--- config.mk ---
export PLATFORM = sky130hd
export DESIGN_NAME = pom_top
export DESIGN_NICKNAME = d
export VERILOG_FILES = /design/src/common/pom_pkg.sv /design/src/common/pom_mc_if.sv /design/src/rtl/pom_top.sv /design/src/rtl/pom_oreg.sv
export SDC_FILE = /design/constraint.sdc
export NUM_CORES = 1
export LEC_CHECK = 0
export BUFFER_PORTS_ARGS = -buffer_cell sky130_fd_sc_hd__buf_2
export CORE_ASPECT_RATIO = 1.5
export CORE_UTILIZATION = 50
export CTS_CLUSTER_DIAMETER = 200
export DETAILED_ROUTE_END_ITERATION = 6
export GPL_ROUTABILITY_DRIVEN = 1
export PLACE_DENSITY = 0.67
export SLEW_MARGIN = 20
export SYNTH_ARGS = -nofsm -noshare
export SYNTH_HDL_FRONTEND = slang
export SYNTH_HIERARCHICAL = 1
export SYNTH_SLANG_ARGS = --single-unit
--- constraint.sdc ---
create_clock -name clock_i -period 2.9 [get_ports clock_i]
set_input_delay 0.58 -clock clock_i [delete_from_list [all_inputs] [get_ports clock_i]]
set_output_delay 0.58 -clock clock_i [all_outputs]
set_load 0.005 [all_outputs]
--- src/common/pom_pkg.sv ---
// shared constants for the programmable output macrocell block
package pom_pkg;

    localparam int N_OUT = 10;
    localparam int N_IN = 12;
    localparam int N_LIT = 22;
    localparam int N_SYNC = 23;
    localparam int PAT_WORDS = 20;
    localparam int PAT_IW = 5;

    // register byte offsets
    localparam logic [7:0] A_POL = 8'h00;
    localparam logic [7:0] A_MODE = 8'h04;
    localparam logic [7:0] A_SEC = 8'h08;
    localparam logic [7:0] A_STAT = 8'h0c;
    localparam logic [7:0] A_PIN = 8'h10;
    localparam logic [7:0] A_PAT = 8'h40;
    localparam logic [7:0] A_PAT_END = 8'h90;

    // field positions
    localparam int SEC_BIT = 0;
    localparam int ST_PRE_BIT = 16;
    localparam int PIN_IN_LSB = 16;

    // reset values: all outputs active-high and registered
    localparam logic [N_OUT-1:0] POL_RST = 10'h3ff;
    localparam logic [N_OUT-1:0] MODE_RST = 10'h3ff;
    localparam logic [N_LIT-1:0] PAT_RST = 22'h000000;
    localparam logic [N_LIT-1:0] PAT_ONES = 22'h3fffff;
    localparam logic [31:0] RD_ZERO = 32'h00000000;

endpackage : pom_pkg

--- src/common/pom_mc_if.sv ---
// bundle between the top level and the shared output register bank
`timescale 1ns/100ps
interface pom_mc_if;
    logic ar;
    logic sp;
    logic preload;
    logic [pom_pkg::N_OUT-1:0] eq;
    logic [pom_pkg::N_OUT-1:0] pin;
    logic [pom_pkg::N_OUT-1:0] q;

    modport core (input ar, input sp, input preload, input eq, input pin, output q);
    modport ctrl (output ar, output sp, output preload, output eq, output pin, input q);
endinterface : pom_mc_if

--- src/rtl/pom_top.sv ---
// output macrocells with enable terms, polarity, preload and register bus
//
// How it works
// - each output enable comes from its own product term of inputs and feedback.
// - a combinational output pin is bidirectional, a pure input when never enabled.
// - a per-output polarity bit applies to registered and combinational outputs alike.
// - polarity bit one drives the uninverted value, active high.
// - one set term and one clear term serve every output register.
// - set term high loads ones into all registers at the next rising edge, unless preload or the clear term is active.
// - clear term high forces all registers to zero at once, no clock needed.
// - set and clear act on flops; a registered cell's pin shows them through its polarity.
// - power-up clears all flops; pins then follow their polarity.
// - once secured, pattern readback shows every location as all ones.
// - super-level on the preload pin enters preload and disables all outputs.
// - in preload the tester drives registered pins, leaves combinational ones floating.
// - a rising clock in preload loads each register from its pin.
// - flops must not glitch when setup or hold is violated.
//
// Added by the designer: register access over Avalon-MM and the address map.
`timescale 1ns/100ps
module pom_top (
    input wire logic clock_i,                          // device clock, 20 MHz
    input wire logic rstn_i,                           // sync reset, active low
    input wire logic [7:0] avs_address_i,              // byte address
    input wire logic avs_read_i,                       // read request
    input wire logic avs_write_i,                      // write request
    input wire logic [31:0] avs_writedata_i,           // write data
    input wire logic [3:0] avs_byteenable_i,           // byte lanes
    output logic [31:0] avs_readdata_o,                // read data
    output logic avs_waitrequest_o,                    // stall, high until answered
    input wire logic [pom_pkg::N_IN-1:0] in_pin_i,     // dedicated input pins
    input wire logic [pom_pkg::N_OUT-1:0] io_pin_i,    // level seen on the output pins
    output logic [pom_pkg::N_OUT-1:0] io_pin_o,        // value driven on the output pins
    output logic [pom_pkg::N_OUT-1:0] io_oe_o,         // high while a pin is driven
    input wire logic preload_hv_i,                     // super-level detector on the preload pin
    input wire logic [pom_pkg::N_OUT-1:0] eq_i,        // sum terms from the array
    input wire logic shared_sync_set_term_i,           // array set term
    input wire logic shared_async_clear_term_i         // array clear term
);

    // pin synchronisers

    logic [pom_pkg::N_SYNC-1:0] sync1_reg;
    logic [pom_pkg::N_SYNC-1:0] sync2_reg;
    logic [pom_pkg::N_IN-1:0] in_s;
    logic [pom_pkg::N_OUT-1:0] io_s;
    logic preload_s;

    // a late pin edge only ever delays the flop by a clock, never glitches it
    always_ff @(posedge clock_i) begin
        if (!rstn_i) begin
            sync1_reg <= '0;
            sync2_reg <= '0;
        end else begin
            sync1_reg <= {preload_hv_i, io_pin_i, in_pin_i};
            sync2_reg <= sync1_reg;
        end
    end

    assign in_s = sync2_reg[pom_pkg::N_IN-1:0];
    assign io_s = sync2_reg[pom_pkg::N_LIT-1:pom_pkg::N_IN];
    assign preload_s = sync2_reg[pom_pkg::N_SYNC-1];

    // two edges from pin to logic; an input seen one edge early would risk metastability
    a_sync_pipe: assert property (@(posedge clock_i) disable iff (!rstn_i)
        (rstn_i && $past(rstn_i) && $past(rstn_i, 2))
        |-> sync2_reg == $past({preload_hv_i, io_pin_i, in_pin_i}, 2))
        else $error("pin synchroniser depth wrong");

    // configuration state

    logic [pom_pkg::N_OUT-1:0] polarity_select_bit_reg;
    logic [pom_pkg::N_OUT-1:0] reg_mode_reg;
    logic secure_reg;
    logic [pom_pkg::N_LIT-1:0] pat_reg [pom_pkg::PAT_WORDS];

    // bus handshake

    logic wait_n_reg;
    logic req;
    logic wr_take;
    logic rd_take;
    logic [31:0] be_mask;
    logic [7:0] pat_off;
    logic [pom_pkg::PAT_IW-1:0] pat_idx;
    logic pat_hit;
    logic [31:0] rd_next;

    assign req = avs_read_i | avs_write_i;
    // write takes effect on the edge where waitrequest is sampled low
    assign wr_take = avs_write_i & ~wait_n_reg;
    assign rd_take = avs_read_i & wait_n_reg;
    assign be_mask = {{8{avs_byteenable_i[3]}}, {8{avs_byteenable_i[2]}},
                      {8{avs_byteenable_i[1]}}, {8{avs_byteenable_i[0]}}};
    assign pat_off = avs_address_i - pom_pkg::A_PAT;
    assign pat_idx = pat_off[pom_pkg::PAT_IW+1:2];
    assign pat_hit = (avs_address_i >= pom_pkg::A_PAT)
                   && (avs_address_i < pom_pkg::A_PAT_END)
                   && (avs_address_i[1:0] == 2'h0);

    function automatic logic [31:0] merge(input logic [31:0] old,
                                          input logic [31:0] wd,
                                          input logic [31:0] mask);
        merge = (old & ~mask) | (wd & mask);
    endfunction : merge

    // one wait cycle per access: low for exactly one edge, then high again
    always_ff @(posedge clock_i) begin
        if (!rstn_i) begin
            wait_n_reg <= 1'b1;
        end else begin
            wait_n_reg <= ~(req & wait_n_reg);
        end
    end

    assign avs_waitrequest_o = wait_n_reg;

    always_ff @(posedge clock_i) begin
        if (!rstn_i) begin
            polarity_select_bit_reg <= pom_pkg::POL_RST;
            reg_mode_reg <= pom_pkg::MODE_RST;
        end else if (wr_take && avs_address_i == pom_pkg::A_POL) begin
            polarity_select_bit_reg <= pom_pkg::N_OUT'(merge(
                32'(polarity_select_bit_reg), avs_writedata_i, be_mask));
        end else if (wr_take && avs_address_i == pom_pkg::A_MODE) begin
            reg_mode_reg <= pom_pkg::N_OUT'(merge(
                32'(reg_mode_reg), avs_writedata_i, be_mask));
        end
    end

    // the security fuse can only be blown, never restored short of power-up
    always_ff @(posedge clock_i) begin
        if (!rstn_i) begin
            secure_reg <= 1'b0;
        end else if (wr_take && avs_address_i == pom_pkg::A_SEC
                     && avs_byteenable_i[0]
                     && avs_writedata_i[pom_pkg::SEC_BIT]) begin
            secure_reg <= 1'b1;
        end
    end

    // enable-term pattern: even word is the care mask, odd word the match value
    always_ff @(posedge clock_i) begin
        if (!rstn_i) begin
            for (int k = 0; k < pom_pkg::PAT_WORDS; k++) begin
                pat_reg[k] <= pom_pkg::PAT_RST;
            end
        end else if (wr_take && pat_hit) begin
            pat_reg[pat_idx] <= pom_pkg::N_LIT'(merge(
                32'(pat_reg[pat_idx]), avs_writedata_i, be_mask));
        end
    end

    // register bank and its wiring

    pom_mc_if mc ();

    pom_oreg u_oreg (
        .clock_i (clock_i),
        .rstn_i (rstn_i),
        .m (mc.core)
    );

    assign mc.ar = shared_async_clear_term_i;
    assign mc.sp = shared_sync_set_term_i;
    assign mc.preload = preload_s;
    assign mc.eq = eq_i;
    assign mc.pin = io_s;

    // read mux

    logic [31:0] stat_word;
    logic [31:0] pin_word;

    always_comb begin
        stat_word = pom_pkg::RD_ZERO;
        stat_word[pom_pkg::N_OUT-1:0] = mc.q;
        stat_word[pom_pkg::ST_PRE_BIT] = preload_s;
        pin_word = pom_pkg::RD_ZERO;
        pin_word[pom_pkg::N_OUT-1:0] = io_s;
        pin_word[pom_pkg::PIN_IN_LSB+pom_pkg::N_IN-1:pom_pkg::PIN_IN_LSB] = in_s;
    end

    always_comb begin
        rd_next = pom_pkg::RD_ZERO;
        if (pat_hit) begin
            if (secure_reg) begin
                rd_next = 32'(pom_pkg::PAT_ONES);
            end else begin
                rd_next = 32'(pat_reg[pat_idx]);
            end
        end else begin
            case (avs_address_i)
                pom_pkg::A_POL: rd_next = 32'(polarity_select_bit_reg);
                pom_pkg::A_MODE: rd_next = 32'(reg_mode_reg);
                pom_pkg::A_SEC: rd_next = 32'(secure_reg);
                pom_pkg::A_STAT: rd_next = stat_word;
                pom_pkg::A_PIN: rd_next = pin_word;
                default: rd_next = pom_pkg::RD_ZERO;
            endcase
        end
    end

    // data is latched on the taking edge so it stands while waitrequest is low
    always_ff @(posedge clock_i) begin
        if (!rstn_i) begin
            avs_readdata_o <= pom_pkg::RD_ZERO;
        end else if (rd_take) begin
            avs_readdata_o <= rd_next;
        end
    end

    // enable product terms

    logic [pom_pkg::N_OUT-1:0] feedback;
    logic [pom_pkg::N_LIT-1:0] lits;
    logic [pom_pkg::N_OUT-1:0] oe_term;

    // combinational cells feed back the pin, so they work as inputs too
    assign feedback = (reg_mode_reg & mc.q) | (~reg_mode_reg & io_s);
    assign lits = {feedback, in_s};

    // an empty care mask is an unprogrammed term: it stays false
    for (genvar g = 0; g < pom_pkg::N_OUT; g++) begin : g_oe
        logic [pom_pkg::N_LIT-1:0] care;
        logic [pom_pkg::N_LIT-1:0] val;
        assign care = pat_reg[2*g];
        assign val = pat_reg[2*g+1];
        assign oe_term[g] = (|care) && ((lits & care) == (val & care));
        a_oe_unprog: assert property (@(posedge clock_i) disable iff (!rstn_i)
            (care == '0) |=> !io_oe_o[g])
            else $error("output enabled by an empty term");
    end

    // pin drivers

    logic [pom_pkg::N_OUT-1:0] cell_val;
    logic [pom_pkg::N_OUT-1:0] drive_val;

    assign cell_val = (reg_mode_reg & mc.q) | (~reg_mode_reg & eq_i);
    // polarity one passes the value straight, zero inverts it
    assign drive_val = cell_val ^ ~polarity_select_bit_reg;

    // pins are registered, so they trail the cell value by one clock
    always_ff @(posedge clock_i) begin
        if (!rstn_i) begin
            io_pin_o <= '0;
            io_oe_o <= '0;
        end else begin
            io_pin_o <= drive_val;
            io_oe_o <= preload_s ? '0 : oe_term;
        end
    end

    // checks

    a_oe_preload: assert property (@(posedge clock_i) disable iff (!rstn_i)
        preload_s |=> io_oe_o == '0)
        else $error("output driven during preload");

    a_oe_term: assert property (@(posedge clock_i) disable iff (!rstn_i)
        !preload_s |=> io_oe_o == $past(oe_term))
        else $error("enable does not follow its term");

    a_pin_polarity: assert property (@(posedge clock_i) disable iff (!rstn_i)
        1'b1 |=> io_pin_o == ($past(cell_val) ^ ~$past(polarity_select_bit_reg)))
        else $error("pin level ignores polarity");

    a_preset_load: assert property (@(posedge clock_i)
        disable iff (!rstn_i || shared_async_clear_term_i)
        (shared_sync_set_term_i && !preload_s) |=> mc.q == '1)
        else $error("set term did not load ones");

    a_preload_load: assert property (@(posedge clock_i)
        disable iff (!rstn_i || shared_async_clear_term_i)
        preload_s |=> mc.q == $past(io_s))
        else $error("preload did not take pin values");

    a_powerup_clear: assert property (@(posedge clock_i)
        !rstn_i |=> (mc.q == '0 || shared_async_clear_term_i) && io_oe_o == '0)
        else $error("flops not cleared at power-up");

    // only registered cells are held to the cleared level; combinational ones follow eq
    a_clear_output: assert property (@(posedge clock_i) disable iff (!rstn_i)
        shared_async_clear_term_i
        |=> (io_pin_o & $past(reg_mode_reg))
            == (~$past(polarity_select_bit_reg) & $past(reg_mode_reg)))
        else $error("cleared register shows wrong pin level");

    a_secure_blank: assert property (@(posedge clock_i) disable iff (!rstn_i)
        (rd_take && pat_hit && secure_reg)
        |=> avs_readdata_o == 32'(pom_pkg::PAT_ONES))
        else $error("secured pattern leaked on readback");

    a_bus_answer: assert property (@(posedge clock_i) disable iff (!rstn_i)
        (req && wait_n_reg) |=> !avs_waitrequest_o ##1 avs_waitrequest_o)
        else $error("bus answer not one cycle long");

    a_wait_idle: assert property (@(posedge clock_i) disable iff (!rstn_i)
        !req |=> avs_waitrequest_o)
        else $error("waitrequest low without a request");

    // read data must stand until the next read is taken, not only in the answer cycle
    a_rd_hold: assert property (@(posedge clock_i) disable iff (!rstn_i)
        !rd_take |=> $stable(avs_readdata_o))
        else $error("read data moved without a read");

    a_sec_sticky: assert property (@(posedge clock_i) disable iff (!rstn_i)
        secure_reg |=> secure_reg)
        else $error("security bit cleared without reset");

    a_pat_open: assert property (@(posedge clock_i) disable iff (!rstn_i)
        (rd_take && pat_hit && !secure_reg)
        |=> avs_readdata_o == 32'($past(pat_reg[pat_idx])))
        else $error("open pattern readback wrong");

    // partial-lane writes are left to the bench; here only full words are followed
    a_pol_write: assert property (@(posedge clock_i) disable iff (!rstn_i)
        (wr_take && avs_address_i == pom_pkg::A_POL && avs_byteenable_i == 4'hf)
        |=> polarity_select_bit_reg == $past(avs_writedata_i[pom_pkg::N_OUT-1:0]))
        else $error("polarity write lost");

    a_mode_write: assert property (@(posedge clock_i) disable iff (!rstn_i)
        (wr_take && avs_address_i == pom_pkg::A_MODE && avs_byteenable_i == 4'hf)
        |=> reg_mode_reg == $past(avs_writedata_i[pom_pkg::N_OUT-1:0]))
        else $error("mode write lost");

    a_pin_reset: assert property (@(posedge clock_i)
        !rstn_i |=> io_pin_o == '0)
        else $error("pins not cleared by power-up reset");

    a_stat_preload: assert property (@(posedge clock_i) disable iff (!rstn_i)
        (rd_take && avs_address_i == pom_pkg::A_STAT)
        |=> avs_readdata_o[pom_pkg::ST_PRE_BIT] == $past(preload_s))
        else $error("status does not show preload");

    // a combinational cell read back here is how software sees it used as an input
    a_pin_read: assert property (@(posedge clock_i) disable iff (!rstn_i)
        (rd_take && avs_address_i == pom_pkg::A_PIN)
        |=> avs_readdata_o[pom_pkg::N_OUT-1:0] == $past(io_s))
        else $error("pin readback wrong");

endmodule : pom_top

--- src/rtl/pom_oreg.sv ---
// bank of output flip-flops with shared preset, clear and preload
`timescale 1ns/100ps
module pom_oreg (
    input wire logic clock_i, // single device clock
    input wire logic rstn_i,  // power-up clear, active low
    pom_mc_if.core m          // terms, pins and flop state
);

    // the clear term is a shared async term, so it sits in the sensitivity list
    always_ff @(posedge clock_i or posedge m.ar) begin
        if (m.ar) begin
            m.q <= '0;
        end else if (!rstn_i) begin
            m.q <= '0;
        end else if (m.preload) begin
            m.q <= m.pin;
        end else if (m.sp) begin
            m.q <= '1;
        end else begin
            m.q <= m.eq;
        end
    end

    a_clear_wins: assert property (@(posedge clock_i)
        m.ar |-> m.q == '0)
        else $error("clear term high but flops not zero");

endmodule : pom_oreg

### Word-level counts from Yosys, hierarchy flattened

Memory sizes are Yosys's and may differ from the RTL's.
Index checks and enable logic that the tools add are counted.

* register bits: 130
* bits in writable memories: 440
* input bits: 83
* memories: 1

Memories
* pat_reg: depth 20, width 22, read ports 21, clocked after Yosys merged registers in 0, write ports 20, RTL line pom_top.sv:75 `logic [pom_pkg::N_LIT-1:0] pat_reg [pom_pkg::PAT_WORDS];`

* magnitude comparators: 2
* muxes and demuxes: 13
* bitwise logic cells: 44
* reductions and logical operators: 33
* add/sub/neg operators: 1
* eq/ne operators: 14

Operators with widths (count)
* $and 22x22->22: 22
* $reduce_or 22->1: 11
* $eq 22x22->1: 10
* $pmux 28 s5: 1
* $and 10x10->10: 5
* $mux 22: 2
* $or 10x10->10: 4
* $mux 32: 1
* $mux 10: 3
* $not 22->22: 1
* $or 22x22->22: 1
* $not 10->10: 2
* $logic_and 1x1->1: 18
* $eq 8x4->1 const B: 2
* $xor 10x10->10: 1
* $eq 8x3->1 const B: 1
* $eq 8x5->1 const B: 1
* $ge 8x7->1 const B: 1
* $logic_not 8->1: 1
* $lt 8x8->1 const B: 1
* $sub 7x7->7 const B: 1
* $mux 1: 5
* $mux 5: 1
* $not 1->1: 4
* other kinds (5): 7

### Depth between registers and ports, before layout

* depth in word-level cells: 9
* depth in mapped cells: 10
* depth with buffers taken out: 5

### Modules after synthesis

Netlist, hierarchy kept.

By module, submodules not included
* pom_top: cells each 2628, seq. area each 23462.5 um2, instances 1, area each 36791.5 um2
* pom_oreg: cells each 35, seq. area each 250.2 um2, instances 1, area each 449.2 um2

### Worst setup path before layout

OpenSTA, ideal clock, no wires.

* path type: input port to flip-flop
* from: in avs_address_i[5]
* to: mem pat_reg[0][0] (netlist name) (enable)
* library setup time: 379 ps
* stages on the path: 7
* slack: -339 ps
* arrival time: 2860 ps
* cells stage by stage: clkbuf_1 or4b_1 a211o_1 nor4_4 nand2_1 clkbuf_1 nand2_1

RTL lines
* start: declaration: RTL line pom_top.sv:24 `input wire logic [7:0] avs_address_i,`
* end: declaration: RTL line pom_top.sv:75

==> metrics.txt <==
Fin. Hold Viols 0; Detailed Route WL 113000 µm; Synth area leader edfxtp_1; initial drt markers 2938; EDFF count, synth 704; crit path to io_oe_o[6]; Die H 336 µm; Flop pwr share 49.8%; IO Pins 136; Worst Path Arrival 3330 ps; Avg Inst Size Synth 14.0 µm²; worst setup path class register to register; Psw 6.79 mW; min-delay worst type input port to register; nets 3318; mean number of vias per cell 5.97; post-detail-place hpwl 83500 µm; post-synthesis sequential area ratio 63.7%; VDD IR max 0.439 mV; Leak 17.8 nW; Syn. warnings 6; hold_ws 135 ps; most frequent cells in the layout 704 x edfxtp_1, 465 x nor2_1, 268 x conb_1, 240 x buf_4, 165 x mux4_2; GPL Wtd Cong 0.963; Final setup viols 0; slew of the pin with the lowest slew margin 912 ps; Syn Inst Count 2663; post-DR wirelength/cell 26.3 µm; clk root buf clkbuf_16; sequential cell area 0.0237 mm²; Buffers on Ports 120; vias 25.6k; Yosys cell types 64; WHS Path Cells 2; DRT antenna net count 0; CTS buffer count 78; Tot GR Track Use 30.1%; Mapped Area 0.0372 mm²; Worst Setup Start Kind register; async set or reset register ratio after synthesis 1.20%; max reg flops 704; Critical R2R Capture io_oe_o[6]; R2R cell count 7; share of total power in the clock network 38.6%; filler instances 5609; CTS H-tree depth 3; combinational share of power 11.6%; vias in the first global route 26.1k; post-layout util 61.5%; switching part of the total 24.1%; P&R area growth vs syn 21.9%; Max-Cap Viols 0; CP Capture Type register; largest net degree at the start of global routing 42; slew margin rel. 38.6%; CP required 3480 ps; Clk pin slew, worst setup/hold paths 60 ps; GRT Residual Overflow 0; Worst Path Max Fanout 6; layout cells sized above 1 23.9%; CTS tree built; die area 0.0756 mm²; clock latency on the worst-skew pair 650 ps; top cells by area in the synthesized netlist edfxtp_1 57%, mux4_2 10%, dfxtp_1 6.2%; setup repair bufs after CTS 0; area of the multi-input gates 0.0137 mm²; CTS Sinks 830; R2R Setup Slk 150 ps; commonest non-fill, non-tap cell in the layout edfxtp_1; area of the core 0.0737 mm²; Max Buffers Root-to-Sink 3; RSZ-0062 raised after global routing no; Ant. Diodes 0; Final Slew Violations 0; register bit total from synthesis 830; Yosys top cell area share 56.8%; skew final 32.4 ps; first-pass GRT wire length 164000 µm; maximum clock frequency 364 MHz; drt first pass iters 6; fin crit share 94.7%; Synth Flop Type edfxtp_1; initial antenna violation count 0; Site Rows 122; Initial Util 50.5%; Final min period 2750 ps; Power Dens Cells 620 mW/mm²; outcome finished clean; Internal 21.3 mW; Die W 225 µm; DRC Markers 0
## Yosys cell counts, drive strengths merged (2+ instances only)
| cell | count |
|---|---|
| edfxtp | 704 |
| nor2 | 465 |
| mux4 | 165 |
| xor2 | 120 |
| dfxtp | 116 |
| xnor2 | 110 |
| clkbuf | 107 |
| nand2 | 107 |
| buf | 100 |
| a22oi | 86 |
| o22ai | 81 |
| mux2i | 70 |
| nor4 | 68 |
| and2 | 53 |
| nand3 | 35 |
| inv | 26 |
| nand4 | 24 |
| a222oi | 20 |
| or4 | 20 |
| a21oi | 19 |
| o21ai | 19 |
| nor2b | 15 |
| nand2b | 14 |
| a31oi | 12 |
| dfrtp | 10 |
| o311a | 10 |
| a2111oi | 9 |
| o211ai | 9 |
| mux2 | 8 |
| o21a | 7 |
| o41ai | 7 |
| nor3 | 5 |
| nand3b | 4 |
| or3b | 4 |
| a211oi | 3 |
| a21o | 3 |
| a32o | 3 |
| o31ai | 3 |
| a211o | 2 |
| a41oi | 2 |
| and3 | 2 |
| nor4b | 2 |
| or4b | 2 |
## how the worst min path moves through the flow
stage,startpoint,end,slack [ps]
after global routing,in_pin_i[3],sync1_reg[3],130
after detailed placement,sync1_reg[14],sync2_reg[14],420
after floorplan,sync1_reg[0],sync2_reg[0],410
final,in_pin_i[3],sync1_reg[3],130
after CTS,in_pin_i[3],sync1_reg[3],100
after global placement,sync1_reg[10],sync2_reg[10],420
## per-stage QoR
| stage | instances | instance area (µm²) | setup slack [ps] | power (mW) | TNS (ps) |
|---|---|---|---|---|---|
| final | 4291 | 45400 | 152 | 28.1 | 0 |
| after global routing | 4291 | 45400 | 43.4 | 28.8 | 0 |
| after CTS | 4291 | 45400 | 172 | 28.2 | 0 |
| after detailed placement | 4146 | 42600 | -333 | 17.5 | -125270 |
| after global placement | 4146 | 42600 | -325 | 17.3 | -96190 |
| after floorplan | 2930 | 38400 | -97.4 | 15.8 | -11920 |
## repair_timing
action | in CTS | in global routing
hold endpoints to repair | 10 | 0
resized for setup | 0 | 0
hold buffers | 1 | 0
## power groups by stage
stage / Combinational (mW) / Clock, mW / Sequential [mW]
finish: 3.26 / 10.9 / 14.0
global route: 3.40 / 11.4 / 14.0
CTS: 3.22 / 11.0 / 14.0
detailed placement: 3.20 / 0 / 14.3
global placement: 3.15 / 0 / 14.2
floorplan: 1.69 / 0 / 14.1
## metal layers
layer,part of all wire [%],global-route usage (%),vias up
met3,8.7,5.35,362
li1,-,-,10900
met5,0,0,-
met1,35,35.2,12800
met4,7.0,19.4,0
met2,49,51.0,1520
## final cells by class
class	instances	share of cell area, %
sequential	830	52.3
tap	992	2.74
clock inverter	38	1.00
inverter	27	0.223
multi-input combinational	1866	30.3
timing repair buffer	432	8.52
clock buffer	106	4.99
## kinds of logic after synthesis
kind of cell | after synthesis | synth area share (%)
AO/OA/AOI/OAI | 299 | 5.76
XOR/XNOR | 230 | 5.41
buffers and inverters | 234 | 2.78
flip-flops | 830 | 63.7
multiplexers | 243 | 12.1
other | 1 | 0.0101
AND/OR/NAND/NOR | 826 | 10.3
## worst max-delay path, cell delays in order, from the launching register on
cell	delay, ps
dfxtp_1	440
mux2i_2	730
buf_4	330
xnor2_1	90
a22oi_1	190
nand3_1	140
nor4_1	550
buf_4	200
No activity file was read; power rests on OpenSTA's default activity.
